File: src/hw/tcu8_consts.vh
// constants for the 8-bit timer counter compare unit
`ifndef TCU8_CONSTS_VH
`define TCU8_CONSTS_VH
// register word offsets (byte address = 4 * index)
`define TCU8_IDX_CTRL 4'h0
`define TCU8_IDX_COUNT 4'h1
`define TCU8_IDX_CMP 4'h2
`define TCU8_IDX_FLAGS 4'h3
`define TCU8_IDX_MASK 4'h4
`define TCU8_IDX_PORT 4'h5
`define TCU8_IDX_PRESC 4'h6
// control register fields
`define TCU8_CS_LO 0
`define TCU8_CS_HI 2
`define TCU8_WGM_LOW_BIT 3
`define TCU8_WGM_HIGH_BIT 4
`define TCU8_COM_LO 5
`define TCU8_COM_HI 6
`define TCU8_FOC_BIT 7
// flag and mask bits
`define TCU8_OVF_BIT 0
`define TCU8_CMF_BIT 1
`define TCU8_GIE_BIT 2
// port bits
`define TCU8_PORT_DATA_BIT 0
`define TCU8_PORT_DIR_BIT 1
// waveform modes
`define TCU8_WGM_NORMAL 2'h0
`define TCU8_WGM_PC_PWM 2'h1
`define TCU8_WGM_CTC 2'h2
`define TCU8_WGM_FAST_PWM 2'h3
// clock source selections
`define TCU8_CS_STOP 3'h0
`define TCU8_CS_DIV1 3'h1
`define TCU8_CS_DIV8 3'h2
`define TCU8_CS_DIV64 3'h3
`define TCU8_CS_DIV256 3'h4
`define TCU8_CS_DIV1024 3'h5
`define TCU8_CS_EXT_FALL 3'h6
`define TCU8_CS_EXT_RISE 3'h7
// count values
`define TCU8_BOTTOM 8'h00
`define TCU8_MAX 8'hff
`define TCU8_PRESC_W 10
`endif

File: src/hw/tcu8_top.v
// 8-bit timer counter with single compare unit and avalon-mm register slave
//
// Local design decisions: the placing of the registers and the Avalon-MM slave port.
`timescale 1ns/1ps
`default_nettype none
`include "tcu8_consts.vh"
module tcu8_top (
    // clock, reset, enable
    input wire clock,
    input wire rst_n,
    input wire clk_en,
    // avalon-mm slave
    input wire [3:0] avs_address,
    input wire avs_read,
    input wire avs_write,
    input wire [31:0] avs_writedata,
    input wire [3:0] avs_byteenable,
    output reg [31:0] avs_readdata,
    output reg avs_waitrequest,
    // external timer input pin
    input wire ext_tick_pin,
    // interrupt service acknowledge from cpu
    input wire cmp_irq_ack,
    input wire ovf_irq_ack,
    // interrupt requests
    output reg cmp_irq,
    output reg ovf_irq,
    // compare output pin
    output reg compare_output_pin,
    output reg compare_output_oe
);

////////////////////////////////////////////////////////////////////////////////
function is_pwm;
    input [1:0] m;
    begin
        is_pwm = (m == `TCU8_WGM_PC_PWM) || (m == `TCU8_WGM_FAST_PWM);
    end
endfunction

// write strobe for one register index
function wr_to;
    input en;
    input [3:0] a;
    input [3:0] idx;
    begin
        wr_to = en && (a == idx);
    end
endfunction

// compare output state that a real or forced match applies
function oc_next;
    input [1:0] com;
    input pwm_m;
    input q;
    input down;
    begin
        case (com)
            2'h1: oc_next = pwm_m ? q : !q;
            2'h2: oc_next = pwm_m ? down : 1'b0;
            2'h3: oc_next = pwm_m ? !down : 1'b1;
            default: oc_next = q;
        endcase
    end
endfunction

reg [2:0] clock_source_select;
reg waveform_mode_low;
reg waveform_mode_high;
reg [1:0] compare_output_mode;
reg [7:0] count_value;
reg [7:0] compare_register;
reg [7:0] compare_buffer;
reg overflow_flag;
reg compare_match_flag;
reg compare_irq_enable;
reg overflow_irq_enable;
reg global_irq_enable;
reg port_data;
reg port_dir;
reg compare_output_q;
reg dir_down_q;
reg block_q;
reg [9:0] presc_q;
reg ext_s1_q;
reg ext_s2_q;
reg ext_prev_q;
reg pending_match_q;
reg [1:0] resp_q;

wire [1:0] waveform_mode_bits = {waveform_mode_high, waveform_mode_low};
wire pwm = is_pwm(waveform_mode_bits);
wire [7:0] cmp_eff = compare_register;
wire is_max = (count_value == `TCU8_MAX);
wire is_bottom = (count_value == `TCU8_BOTTOM);
wire match = (count_value == cmp_eff);
// request taken on an idle edge; a write lands on the edge that shows waitrequest low
wire acc = (avs_read || avs_write) && resp_q == 2'h0;
wire wr = avs_write && resp_q == 2'h1 && avs_byteenable[0];
wire wr_count = wr_to(wr, avs_address, `TCU8_IDX_COUNT);
wire wr_ctrl = wr_to(wr, avs_address, `TCU8_IDX_CTRL);
wire wr_cmp = wr_to(wr, avs_address, `TCU8_IDX_CMP);
wire wr_flags = wr_to(wr, avs_address, `TCU8_IDX_FLAGS);
wire wr_mask = wr_to(wr, avs_address, `TCU8_IDX_MASK);
wire wr_port = wr_to(wr, avs_address, `TCU8_IDX_PORT);

////////////////////////////////////////////////////////////////////////////////
// tick generation
reg tick;
always @* begin
    case (clock_source_select)
        `TCU8_CS_STOP: tick = 1'b0;
        `TCU8_CS_DIV1: tick = 1'b1;
        `TCU8_CS_DIV8: tick = (presc_q[2:0] == 3'h7);
        `TCU8_CS_DIV64: tick = (presc_q[5:0] == 6'h3f);
        `TCU8_CS_DIV256: tick = (presc_q[7:0] == 8'hff);
        `TCU8_CS_DIV1024: tick = (presc_q == 10'h3ff);
        `TCU8_CS_EXT_FALL: tick = ext_prev_q && !ext_s2_q;
        `TCU8_CS_EXT_RISE: tick = !ext_prev_q && ext_s2_q;
        default: tick = 1'b0;
    endcase
end

always @(posedge clock or negedge rst_n) begin
    if (!rst_n) begin
        presc_q <= 10'h000;
    end else if (clk_en) begin
        presc_q <= presc_q + 10'h001;
    end
end

// external pin: two sync stages, then an edge history stage
always @(posedge clock or negedge rst_n) begin
    if (!rst_n) begin
        ext_s1_q <= 1'b0;
        ext_s2_q <= 1'b0;
        ext_prev_q <= 1'b0;
    end else if (clk_en) begin
        ext_s1_q <= ext_tick_pin;
        ext_s2_q <= ext_s1_q;
        ext_prev_q <= ext_s2_q;
    end
end

////////////////////////////////////////////////////////////////////////////////
// count engine and compare unit
reg [7:0] count_d;
reg dir_down_d;
reg ovf_set;
always @* begin
    count_d = count_value;
    dir_down_d = dir_down_q;
    ovf_set = 1'b0;
    case (waveform_mode_bits)
        `TCU8_WGM_NORMAL: begin
            count_d = count_value + 8'h01;
            ovf_set = is_max;
        end
        `TCU8_WGM_CTC: begin
            count_d = match ? `TCU8_BOTTOM : count_value + 8'h01;
            ovf_set = is_max;
        end
        `TCU8_WGM_FAST_PWM: begin
            count_d = count_value + 8'h01;
            ovf_set = is_max;
        end
        `TCU8_WGM_PC_PWM: begin
            if (is_max)
                dir_down_d = 1'b1;
            else if (is_bottom)
                dir_down_d = 1'b0;
            count_d = dir_down_d ? count_value - 8'h01 : count_value + 8'h01;
            ovf_set = is_bottom && dir_down_q;
        end
        default: count_d = count_value;
    endcase
end

// waveform generator next output; a force uses the mode bits written with it
wire oc_match_d = oc_next(compare_output_mode, pwm, compare_output_q, dir_down_q);
wire oc_force_d = oc_next(avs_writedata[`TCU8_COM_HI:`TCU8_COM_LO], 1'b0, compare_output_q, dir_down_q);

wire buf_load = pwm && ((waveform_mode_bits == `TCU8_WGM_FAST_PWM) ? is_max : is_max || is_bottom);
wire force_cmp = wr_ctrl && avs_writedata[`TCU8_FOC_BIT] && !pwm;
// a count write now or before this tick hides the match
wire match_ok = match && !block_q && !wr_count;

// counter value and direction
always @(posedge clock or negedge rst_n) begin
    if (!rst_n) begin
        count_value <= `TCU8_BOTTOM;
        dir_down_q <= 1'b0;
    end else if (clk_en) begin
        if (wr_count) begin
            count_value <= avs_writedata[7:0];
        end else if (tick) begin
            count_value <= count_d;
            dir_down_q <= dir_down_d;
        end
    end
end

// match blocking window after a count write
always @(posedge clock or negedge rst_n) begin
    if (!rst_n) begin
        block_q <= 1'b0;
    end else if (clk_en) begin
        if (wr_count)
            block_q <= 1'b1;
        else if (tick)
            block_q <= 1'b0;
    end
end

// compare register and its buffer
always @(posedge clock or negedge rst_n) begin
    if (!rst_n) begin
        compare_register <= 8'h00;
        compare_buffer <= 8'h00;
    end else if (clk_en) begin
        if (wr_cmp && !pwm)
            compare_register <= avs_writedata[7:0];
        else if (tick && buf_load)
            compare_register <= compare_buffer;
        if (wr_cmp)
            compare_buffer <= avs_writedata[7:0];
    end
end

// flags: a match becomes the flag on the following tick, set beats clear
always @(posedge clock or negedge rst_n) begin
    if (!rst_n) begin
        pending_match_q <= 1'b0;
        compare_match_flag <= 1'b0;
        overflow_flag <= 1'b0;
    end else if (clk_en) begin
        if (tick)
            pending_match_q <= match_ok;
        if (tick && pending_match_q)
            compare_match_flag <= 1'b1;
        else if ((wr_flags && avs_writedata[`TCU8_CMF_BIT]) || (cmp_irq_ack && cmp_irq))
            compare_match_flag <= 1'b0;
        if (tick && ovf_set && !wr_count)
            overflow_flag <= 1'b1;
        else if ((wr_flags && avs_writedata[`TCU8_OVF_BIT]) || (ovf_irq_ack && ovf_irq))
            overflow_flag <= 1'b0;
    end
end

// compare output register, kept across mode changes
always @(posedge clock or negedge rst_n) begin
    if (!rst_n) begin
        compare_output_q <= 1'b0;
    end else if (clk_en) begin
        if (force_cmp)
            compare_output_q <= oc_force_d;
        else if (tick && match_ok)
            compare_output_q <= oc_match_d;
    end
end

////////////////////////////////////////////////////////////////////////////////
// register slave
always @(posedge clock or negedge rst_n) begin
    if (!rst_n) begin
        clock_source_select <= `TCU8_CS_STOP;
        waveform_mode_low <= 1'b0;
        waveform_mode_high <= 1'b0;
        compare_output_mode <= 2'h0;
        compare_irq_enable <= 1'b0;
        overflow_irq_enable <= 1'b0;
        global_irq_enable <= 1'b0;
        port_data <= 1'b0;
        port_dir <= 1'b0;
        resp_q <= 2'h0;
        avs_waitrequest <= 1'b1;
        avs_readdata <= 32'h00000000;
    end else if (clk_en) begin
        if (wr_ctrl) begin
            clock_source_select <= avs_writedata[`TCU8_CS_HI:`TCU8_CS_LO];
            waveform_mode_low <= avs_writedata[`TCU8_WGM_LOW_BIT];
            waveform_mode_high <= avs_writedata[`TCU8_WGM_HIGH_BIT];
            compare_output_mode <= avs_writedata[`TCU8_COM_HI:`TCU8_COM_LO];
        end
        if (wr_mask) begin
            overflow_irq_enable <= avs_writedata[`TCU8_OVF_BIT];
            compare_irq_enable <= avs_writedata[`TCU8_CMF_BIT];
            global_irq_enable <= avs_writedata[`TCU8_GIE_BIT];
        end
        if (wr_port) begin
            port_data <= avs_writedata[`TCU8_PORT_DATA_BIT];
            port_dir <= avs_writedata[`TCU8_PORT_DIR_BIT];
        end
        // one wait cycle: accept, then release waitrequest for one cycle
        if (acc) begin
            resp_q <= 2'h1;
            avs_waitrequest <= 1'b0;
            avs_readdata <= 32'h00000000;
            case (avs_address)
                `TCU8_IDX_CTRL: avs_readdata[7:0] <= {1'b0, compare_output_mode, waveform_mode_high,
                    waveform_mode_low, clock_source_select};
                `TCU8_IDX_COUNT: avs_readdata[7:0] <= count_value;
                `TCU8_IDX_CMP: avs_readdata[7:0] <= pwm ? compare_buffer : compare_register;
                `TCU8_IDX_FLAGS: avs_readdata[1:0] <= {compare_match_flag, overflow_flag};
                `TCU8_IDX_MASK: avs_readdata[2:0] <= {global_irq_enable, compare_irq_enable,
                    overflow_irq_enable};
                `TCU8_IDX_PORT: avs_readdata[2:0] <= {compare_output_q, port_dir, port_data};
                default: avs_readdata <= 32'h00000000;
            endcase
        end else if (resp_q == 2'h1) begin
            resp_q <= 2'h0;
            avs_waitrequest <= 1'b1;
        end
    end
end

////////////////////////////////////////////////////////////////////////////////
// interrupt requests and pin drive
always @(posedge clock or negedge rst_n) begin
    if (!rst_n) begin
        cmp_irq <= 1'b0;
        ovf_irq <= 1'b0;
    end else if (clk_en) begin
        cmp_irq <= compare_match_flag && compare_irq_enable && global_irq_enable;
        ovf_irq <= overflow_flag && overflow_irq_enable && global_irq_enable;
    end
end

// pin source: compare output takes over once its mode bits are nonzero
always @(posedge clock or negedge rst_n) begin
    if (!rst_n) begin
        compare_output_pin <= 1'b0;
        compare_output_oe <= 1'b0;
    end else if (clk_en) begin
        compare_output_pin <= (compare_output_mode != 2'h0) ? compare_output_q : port_data;
        compare_output_oe <= port_dir;
    end
end

endmodule
`default_nettype wire

File: config.mk
export PLATFORM = sky130hd
export DESIGN_NAME = tcu8_top
export DESIGN_NICKNAME = d
export VERILOG_FILES = /design/src/hw/tcu8_top.v
export VERILOG_INCLUDE_DIRS = /design/src /design/src/hw
export SDC_FILE = /design/constraint.sdc
export NUM_CORES = 1
export LEC_CHECK = 0
export BUFFER_PORTS_ARGS = -buffer_cell sky130_fd_sc_hd__buf_2
export CAP_MARGIN = 20
export CELL_PAD_IN_SITES_DETAIL_PLACEMENT = 0
export CELL_PAD_IN_SITES_GLOBAL_PLACEMENT = 1
export CORE_MARGIN = 4
export CORE_UTILIZATION = 25
export CTS_CLUSTER_DIAMETER = 120
export CTS_CLUSTER_SIZE = 16
export DETAILED_ROUTE_END_ITERATION = 12
export PLACE_DENSITY_LB_ADDON = 0.1
export SYNTH_ARGS = -nofsm -noshare
export SYNTH_HDL_FRONTEND = slang
export SYNTH_SLANG_ARGS = --single-unit
export TNS_END_PERCENT = 50
File: constraint.sdc
create_clock -name clock -period 5.8 [get_ports clock]
set_clock_uncertainty 0.15 [all_clocks]
set_input_delay 0.87 -clock clock [delete_from_list [all_inputs] [get_ports clock]]
set_output_delay 0.87 -clock clock [all_outputs]
set_load 0.02 [all_outputs]
---- Word level (Yosys, flattened, before mapping) ----
Index checks and enable logic that the tools add are counted.
operators by class
  add/subtract/negate cells ............... 3
  eq/ne operators ......................... 30
  multiplexer cells ....................... 35
  bitwise gates (word level) .............. 1
  reduce and logical (&&, ||, !) cells .... 71
operators with widths
  kind                   count
  $mux 8                 7
  $logic_and 1x1->1      31
  $pmux 8 s3             1
  $reduce_and 2->1       11
  $mux 1                 18
  $eq 8x8->1 const B     2
  $eq 3x3->1 const B     5
  $pmux 5 s3             1
  $reduce_bool 2->1      7
  $eq 2x2->1 const B     6
  $pmux 2 s6             1
  $add 10x1->10 const B  1
  $eq 10x10->1 const B   1
  $add 8x1->8 const B    1
  $eq 2x1->1 const B     4
  $eq 4x2->1 const B     2
  $eq 4x3->1 const B     2
  $eq 8x8->1             1
  $logic_not 8->1        1
  $pmux 1 s8             1
  $sub 8x1->8 const B    1
  $logic_not 1->1        7
  $eq 3x2->1 const B     2
  $eq 6x6->1 const B     1
  18 further kinds       25
storage, ports and cells
  register bits after elaboration ......... 70
  input port bits ......................... 48
  output and inout bits ................... 37
  logic and storage cells ................. 169

---- Logic depth before layout (Yosys ltp) ----
Gate-level depths: netlist of run 1.
  depth after elaboration ................. 9
  depth in mapped cells ................... 9

---- Least setup slack after synthesis of run 1 ----
No wires, ideal clock.
  path kind ............................... input -> register
  start point ............................. input port avs_address[0]
  end point ............................... register compare_register[0] (netlist: cmp_eff[0])
  library setup time ...................... 0.125 ns
  arrival ................................. 2.463 ns
  path slack .............................. 3.062 ns
  stages on the path ...................... 6
  path through ............................ nand2b_4 or3_1 buf_2 nor2_1 mux2_2 mux2_2
on the way
  longest elaborated chain between the ends .. 5
  elaborated cells on any way between the ends .. 6
  classes of those cells .................. eq/ne: 1; mux: 1; reduce/logical: 4
ends and longest elaborated chain
  item                         RTL line        text
  start: declaration           tcu8_top.v:13   input wire [3:0] avs_address,
  $eq 4x2->1 (*)               tcu8_top.v:47   wr_to = en && (a == idx);
  $logic_and 1x1->1 (*)        tcu8_top.v:47
  $logic_and 1x1->1 (*)        tcu8_top.v:221  if (wr_cmp && !pwm)
  $reduce_bool 2->1 (no line)  --
  $reduce_and 2->1 (no line)   --
  end signal: assignment       tcu8_top.v:222  compare_register <= avs_writedata[7:0];
  end signal: assignment       tcu8_top.v:224  compare_register <= compare_buffer;
  end: declaration             tcu8_top.v:72   reg [7:0] compare_register;
Every way passes the cells marked *; elsewhere a longest branch is shown, timed or not.
A chain may end at the register's enable or synchronous reset.

---- Final worst setup path of run 1 ----
  start point ............................. input port avs_address[0]
  end point ............................... register compare_register[7] (netlist: cmp_eff[7])
Same word-level chain as after synthesis.

==> flow_metrics.env, run 1 <==
export IMPL_outcome="finished clean"
export IMPL_synth_top_cells_by_area="dfrtp_1, mux2_2, mux2i_1, buf_4, ha_1"
export IMPL_htreeDepth=3
export IMPL_ant_nets=0
export IMPL_syn2layout_area_growth_pct=13.03
export IMPL_cp_common_cell="mux2_2"
export IMPL_syn_avg_cell_area_um2=10.09
export IMPL_grt_pass1_wl_um=19980
export IMPL_rows=48
export IMPL_fmax_mhz=328.5
export IMPL_worstSetupPathType="in -> reg"
export IMPL_die_h_um=140.1
export IMPL_clk_pin_slew_ps=60
export IMPL_fin_cells=686
export IMPL_synth_seq_cells=69
export IMPL_diodes=0
export IMPL_place_gp_congestion=0.7746
export IMPL_ios=85
export IMPL_wl_met1_um=6458
export IMPL_initialDrtViolationCount=250
export IMPL_cts_hold_buf=0
export IMPL_cts_tree="yes"
export IMPL_yosysTopAreaCell="dfrtp_1"
export IMPL_die_w_um=140.1
export IMPL_placed_cells=671
export IMPL_clk_root_buffer_cell="clkbuf_16"
export IMPL_clk_path_buf_depth=2
export IMPL_setup_tns_ps=0
export IMPL_routed_wl_met2_um=5818
export IMPL_route_vias_total=3250
export IMPL_io_buffers=33
export IMPL_wl_um=12940
export IMPL_grt_pass1_vias=3248
export IMPL_die_area_mm2=0.01961
export IMPL_highest_layer="met4"
export IMPL_drc=0
export IMPL_finalNetCount=518
export IMPL_grt_max_degree=70
export IMPL_rsz0062_at_grt="false"
export IMPL_overflow=0
export IMPL_max_slew_margin_rel_pct=36.81
export IMPL_timing_hold_ws_ps=319.1
export IMPL_worst_path_max_fanout=12
export IMPL_start_kind="input pin"
export IMPL_clock_sinks=69
export IMPL_cp_arrival_ps=3120
export IMPL_ys_flop_type="dfrtp_1"
export IMPL_wl_per_cell_um=18.87
export IMPL_critical_path_required_ps=5880
export IMPL_start_util_pct=25.38
export IMPL_cts_resized=0
export IMPL_pwr_density_cell_mw_per_mm2=354.5
export IMPL_dr_pass1_iters=7
export IMPL_tightest_slew_ps=947.9
export IMPL_fin_crit_sh_pct=52.49
export IMPL_final_max_slew_viol_count=0
export IMPL_yosysUniqueCellTypes=57
export IMPL_max_stage_delay_ps=690
export IMPL_peakVddDrop_uv=163.9
export IMPL_setup_viol=0
export IMPL_grt_util_all_layers_pct=13.36
export IMPL_core_mm2=0.01718
export IMPL_synth_edf_count=0
export IMPL_ys_async_sr_fraction_pct=100.0
export IMPL_yosys_warnings=0
export IMPL_antenna_found_initial=0
export IMPL_path_cells="buf_2 > nand2b_4 > or3_1 > nor2_1 > mux2_2 > mux2_2"
export IMPL_route_met3_wl_um=434
export IMPL_synth_top_cell_area_share_pct=39.04
export IMPL_crit_slowest_cell="nor2_1"
export IMPL_hp_class="reg -> reg"
export IMPL_drive_above_1_share_pct=22.34
export IMPL_synth_area_mm2=0.004359
export IMPL_synth_cells=432
export IMPL_dp_hpwl_um=9420
export IMPL_cts_buffers=9
export IMPL_post_cts_buffers=0
export IMPL_fin_crit_ps=3044
export IMPL_hold_viol_final=0
export IMPL_drv_cap=0
export IMPL_ys_seq_area_share_pct=39.64
export IMPL_p_leak_uw=0.002215
export IMPL_via_per_inst=4.738
export IMPL_cp_end_kind="flip-flop"
export IMPL_clk_latency_ps=340
==> critical path: cells and delay by family <==
kind | cells | cell delay, ps
and+or+nand+nor | 3 | 1360
buffers and inverters | 1 | 220
muxes | 2 | 660
==> flip-flops by register name, summed over array words and instances (netlist names), 2 cells and up <==
signal and flops:
cmp_eff 8, clock_source_select 3, count_value 8, avs_readdata 8, presc_q 10, compare_output_mode 2, compare_buffer 8
==> final cells by class <==
class | instances | area, um2
Clock inverter | 5 | 52.55
Clock buffer | 10 | 229.0
Sequential cell | 69 | 1728
Timing Repair Buffer | 35 | 182.7
Multi-Input combinational cell | 327 | 2397
Inverter | 15 | 56.30
Tap cell | 225 | 281.5
Fill cell | 1843 | 12250
==> cell families after synthesis <==
| group | synth area share [%] |
|---|---|
| simple gates | 13.92 |
| compound gates | 13.92 |
| flops | 39.64 |
| mux | 15.73 |
| buf+inv | 7.348 |
| xor+xnor | 5.626 |
| fa+ha+maj | 3.731 |
| other cells | 0.08603 |
==> cells in the final DEF, fill, tap and decap left out, types with 2 or more instances in the layout <==
cell type  netlist  routed
and3_1           5       5
a32o_1           2       2
xnor2_1         14      14
mux2_2          42      42
dfrtp_1         68      68
xor2_1          14      14
inv_1           15      15
ha_1            13      13
a41o_1           2       2
nor3b_1          5       5
or2_2            2       2
o22ai_1          7       7
buf_4           24       3
clkbuf_16        0       9
conb_1           1      24
and2_1           2       2
and4_1           3       3
nand3_1         11      11
nor2_1          24      24
clkinv_2         0       3
buf_2            6      32
mux2i_1         19      19
a31oi_1          4       4
nand2_1         31      31
o21a_1           5       5
a21oi_1         11      11
nor4_1           4       4
o31ai_1          3       3
nor4_4           2       2
nand2b_1         3       3
o211ai_1         2       2
a22o_1           6       6
o221a_2          2       2
a22oi_1          2       2
or3_1            2       2
nor3_1           6       6
nor2b_1          2       2
nand4_1         10      10
o21ai_0         27      27
==> metrics by stage <==
| stage | setup WS [ps] | total power [uW] | util (%) | cell area [um2] |
|---|---|---|---|---|
| 5_1_grt | 2668 | 1856 | 28.69 | 4927 |
| 3_3_place_gp | 2402 | 1216 | 27.05 | 4646 |
| 2_1_floorplan | 3062 | 1058 | - | 4446 |
| 4_1_cts | 2795 | 1771 | 28.69 | 4927 |
| 6_report | 2756 | 1747 | 28.69 | 4927 |
| 3_5_place_dp | 2439 | 1211 | 27.05 | 4646 |
==> power breakdown <==
part | internal, uW | switching [uW] | total (uW)
Combinational | 225 | 283 | 508
Clock | 328 | 219 | 547
Sequential | 557 | 135 | 691
Total | 1110 | 637 | 1750
==> cell usage after synthesis, types with 3 or more instances <==
cell       n
and3_1     5
o21a_1     5
a22o_1     6
inv_1     15
nand4_1   10
nor3b_1    5
mux2_2    42
a21oi_1   11
nor4_1     4
buf_4     24
nand2_1   31
nor3_1     6
buf_2      6
ha_1      13
a31oi_1    4
nand2b_1   3
and4_1     3
o31ai_1    3
mux2i_1   19
nor2_1    24
xnor2_1   14
o22ai_1    7
clkbuf_1  11
xor2_1    14
dfrtp_1   68
o21ai_0   27
nand3_1   11
==> per-layer routing <==
layer | vias to the layer above | global-route usage, %
li1 | 1563 | -
met1 | 1614 | 18.98
met2 | 62 | 20.11
met3 | 11 | 2.561
met4 | 0 | 5.150
met5 | - | 0
==> final timing paths <==
check	from	end	slack (ps)	depth (start not counted)
max	avs_address[0]	cmp_eff[7]	2760	6
min	avs_readdata[1]	avs_readdata[1]	320	2
max reg2reg	presc_q[0]	cmp_eff[5]	2980	8
min reg2reg	avs_readdata[1]	avs_readdata[1]	320	2
max in group asynchronous	rst_n	avs_readdata[5]	4350	1
min in group asynchronous	rst_n	cmp_irq	500	1
Power figures use the tool's default switching activity.
==> inputs of run 2 (changes only) <==
Clock period 5.8 ns to 3.1 ns, I/O delays scaled along.
==> flow_metrics.env, run 2 (synthesis results as in run 1) <==
export IMPL_outcome="finished clean"
export IMPL_route_vias_total=3347
export IMPL_antenna_found_initial=0
export IMPL_reg2reg_to="count_value[4]"
export IMPL_dp_hpwl_um=9834
export IMPL_r2r_start="presc_q[0]"
export IMPL_ios=85
export IMPL_clk_root_buffer_cell="clkbuf_16"
export IMPL_final_cell_mix="dfrtp_1, mux2_2, buf_2, nand2_1, o21ai_0"
export IMPL_path_cells="ha_1 > ha_1 > a21oi_1 > a31oi_1 > o32ai_2 > o21ai_0 > nand2_1 > mux2_2"
export IMPL_cts_buffers=9
export IMPL_die_w_um=140.1
export IMPL_p_leak_uw=0.002297
export IMPL_grt_pass1_wl_um=20690
export IMPL_clk_pin_slew_ps=60
export IMPL_place_gp_congestion=0.8024
export IMPL_io_buffers=33
export IMPL_syn2layout_area_growth_pct=16.13
export IMPL_pwr_share_comb_pct=29.8
export IMPL_htreeDepth=3
export IMPL_fin_crit_ps=2646
export IMPL_die_area_mm2=0.01961
export IMPL_pwr_density_cell_mw_per_mm2=676.9
export IMPL_largest_register_ffs=10
export IMPL_grtUsageMet1_pct=19.01
export IMPL_cp_end_kind="flip-flop"
export IMPL_peakVddDrop_uv=259.6
export IMPL_internal_power_uw=2225
export IMPL_start_util_pct=25.38
export IMPL_grt_max_degree=70
export IMPL_reg2reg_slack_ps=450
export IMPL_clockPowerShare_pct=33.1
export IMPL_seqPwrFrac_pct=37.1
export IMPL_top_register="presc_q"
export IMPL_finalNetCount=531
export IMPL_grt_util_all_layers_pct=13.78
export IMPL_diodes=0
export IMPL_cts_hold_buf=0
export IMPL_layout_commonest_cell="dfrtp_1"
export IMPL_wl_um=13260
export IMPL_net_switching_power_uw=1202
export IMPL_start_kind="flip-flop"
export IMPL_cts_tree="yes"
export IMPL_worstSetupPathType="reg -> reg"
export IMPL_crit_slowest_cell="dfrtp_1"
export IMPL_rows=48
export IMPL_post_cts_buffers=0
export IMPL_cts_resized=0
export IMPL_use_met2_pct=21.52
export IMPL_via_per_inst=4.781
export IMPL_max_stage_delay_ps=430
export IMPL_fin_crit_sh_pct=85.35
export IMPL_post_route_util_pct=29.47
export IMPL_clk_latency_ps=340
export IMPL_dr_pass1_iters=5
export IMPL_fillers=1878
export IMPL_rsz0062_at_grt="false"
export IMPL_busiest_layer="met2"
export IMPL_wl_per_cell_um=18.94
export IMPL_cp_arrival_ps=2720
export IMPL_hp_class="in -> async"
export IMPL_core_mm2=0.01718
export IMPL_die_h_um=140.1
export IMPL_worst_path_max_fanout=7
export IMPL_final_max_slew_viol_count=0
export IMPL_grt_pass1_vias=3459
export IMPL_r2r_cells=8
export IMPL_drive_above_1_share_pct=24.21
export IMPL_cp_common_cell="ha_1"
export IMPL_overflow=0
export IMPL_setup_tns_ps=0
export IMPL_switching_share_pct=35.08
export IMPL_grtUsageMet3_pct=2.561
export IMPL_setup_viol=0
export IMPL_ant_nets=0
export IMPL_hold_viol_final=0
export IMPL_clk_path_buf_depth=2
export IMPL_fmax_mhz=377.9
export IMPL_critPathTopFamily="compound AO/OA/AOI/OAI gates"
export IMPL_critical_path_required_ps=3170
export IMPL_clock_sinks=69
export IMPL_tightest_slew_ps=934.6
export IMPL_drc=0
export IMPL_initialDrtViolationCount=286
export IMPL_crit_buf_inv=0
export IMPL_max_slew_margin_rel_pct=37.69
export IMPL_drv_cap=0
==> run 2: cell types whose count changed in the layout (fill, tap and decap cells not counted), sizes merged <==
cell / before / now
buf: 35 / 48
clkinv: 3 / 1
clkinvlp: 1 / 0
clkbuf: 10 / 13
bufinv: 1 / 2
==> run 2: worst max-delay path by stage <==
stage	startpoint	to	cells after the start
finish	presc_q[0]	count_value[4]	8
global route	presc_q[0]	count_value[4]	8
floorplan	waveform_mode_low	cmp_eff[0]	6
global placement	presc_q[0]	count_value[4]	8
CTS	presc_q[0]	cmp_eff[4]	8
detailed placement	presc_q[0]	cmp_eff[4]	8
==> run 2: area by class of cell <==
| class | instances | area, um2 | share of cell area, % |
|---|---|---|---|
| multi-input combinational | 327 | 2397 | 47.36 |
| sequential | 69 | 1728 | 34.13 |
| tap | 225 | 281.5 | 5.561 |
| timing repair buffer | 48 | 280.3 | 5.536 |
| clock buffer | 13 | 250.2 | 4.943 |
| clock inverter | 3 | 68.82 | 1.359 |
| inverter | 15 | 56.30 | 1.112 |
==> run 2: worst reg2reg max path, delay by kind of cell, from the launching register on <==
kind	cells	cell delay [ps]
AOI/OAI and AO/OA	4	780
DFF	1	430
adders and majority gates	2	490
and+or+nand+nor	1	340
muxes	1	350
==> run 2: power by group through the flow <==
stage	sequential (uW)	combinational (uW)	clock (uW)
final	1270	1020	1130
after global routing	1300	1130	1200
after CTS	1270	1030	1160
after detailed placement	1290	1020	0
after global placement	1290	1020	0
after floorplan	1170	812	0
==> run 2: per-layer routing <==
| metal | share of wire (%) | vias to the layer above |
|---|---|---|
| li1 | - | 1603 |
| met3 | 4.8 | 15 |
| met4 | 2.0 | 0 |
| met1 | 47 | 1651 |
| met5 | 0 | - |
| met2 | 46 | 78 |
==> run 2: through the flow <==
step	cells	worst slack (ps)	power, uW	hold slack, ps	cell area [um2]
after detailed placement	684	448.1	2310	316.4	4743
after CTS	700	434.0	3465	166.9	5062
after global routing	700	191.0	3628	192.2	5062
after global placement	684	457.2	2309	304.7	4743
after floorplan	455	706.5	1980	19.41	4446
final	700	454.1	3427	97.61	5062
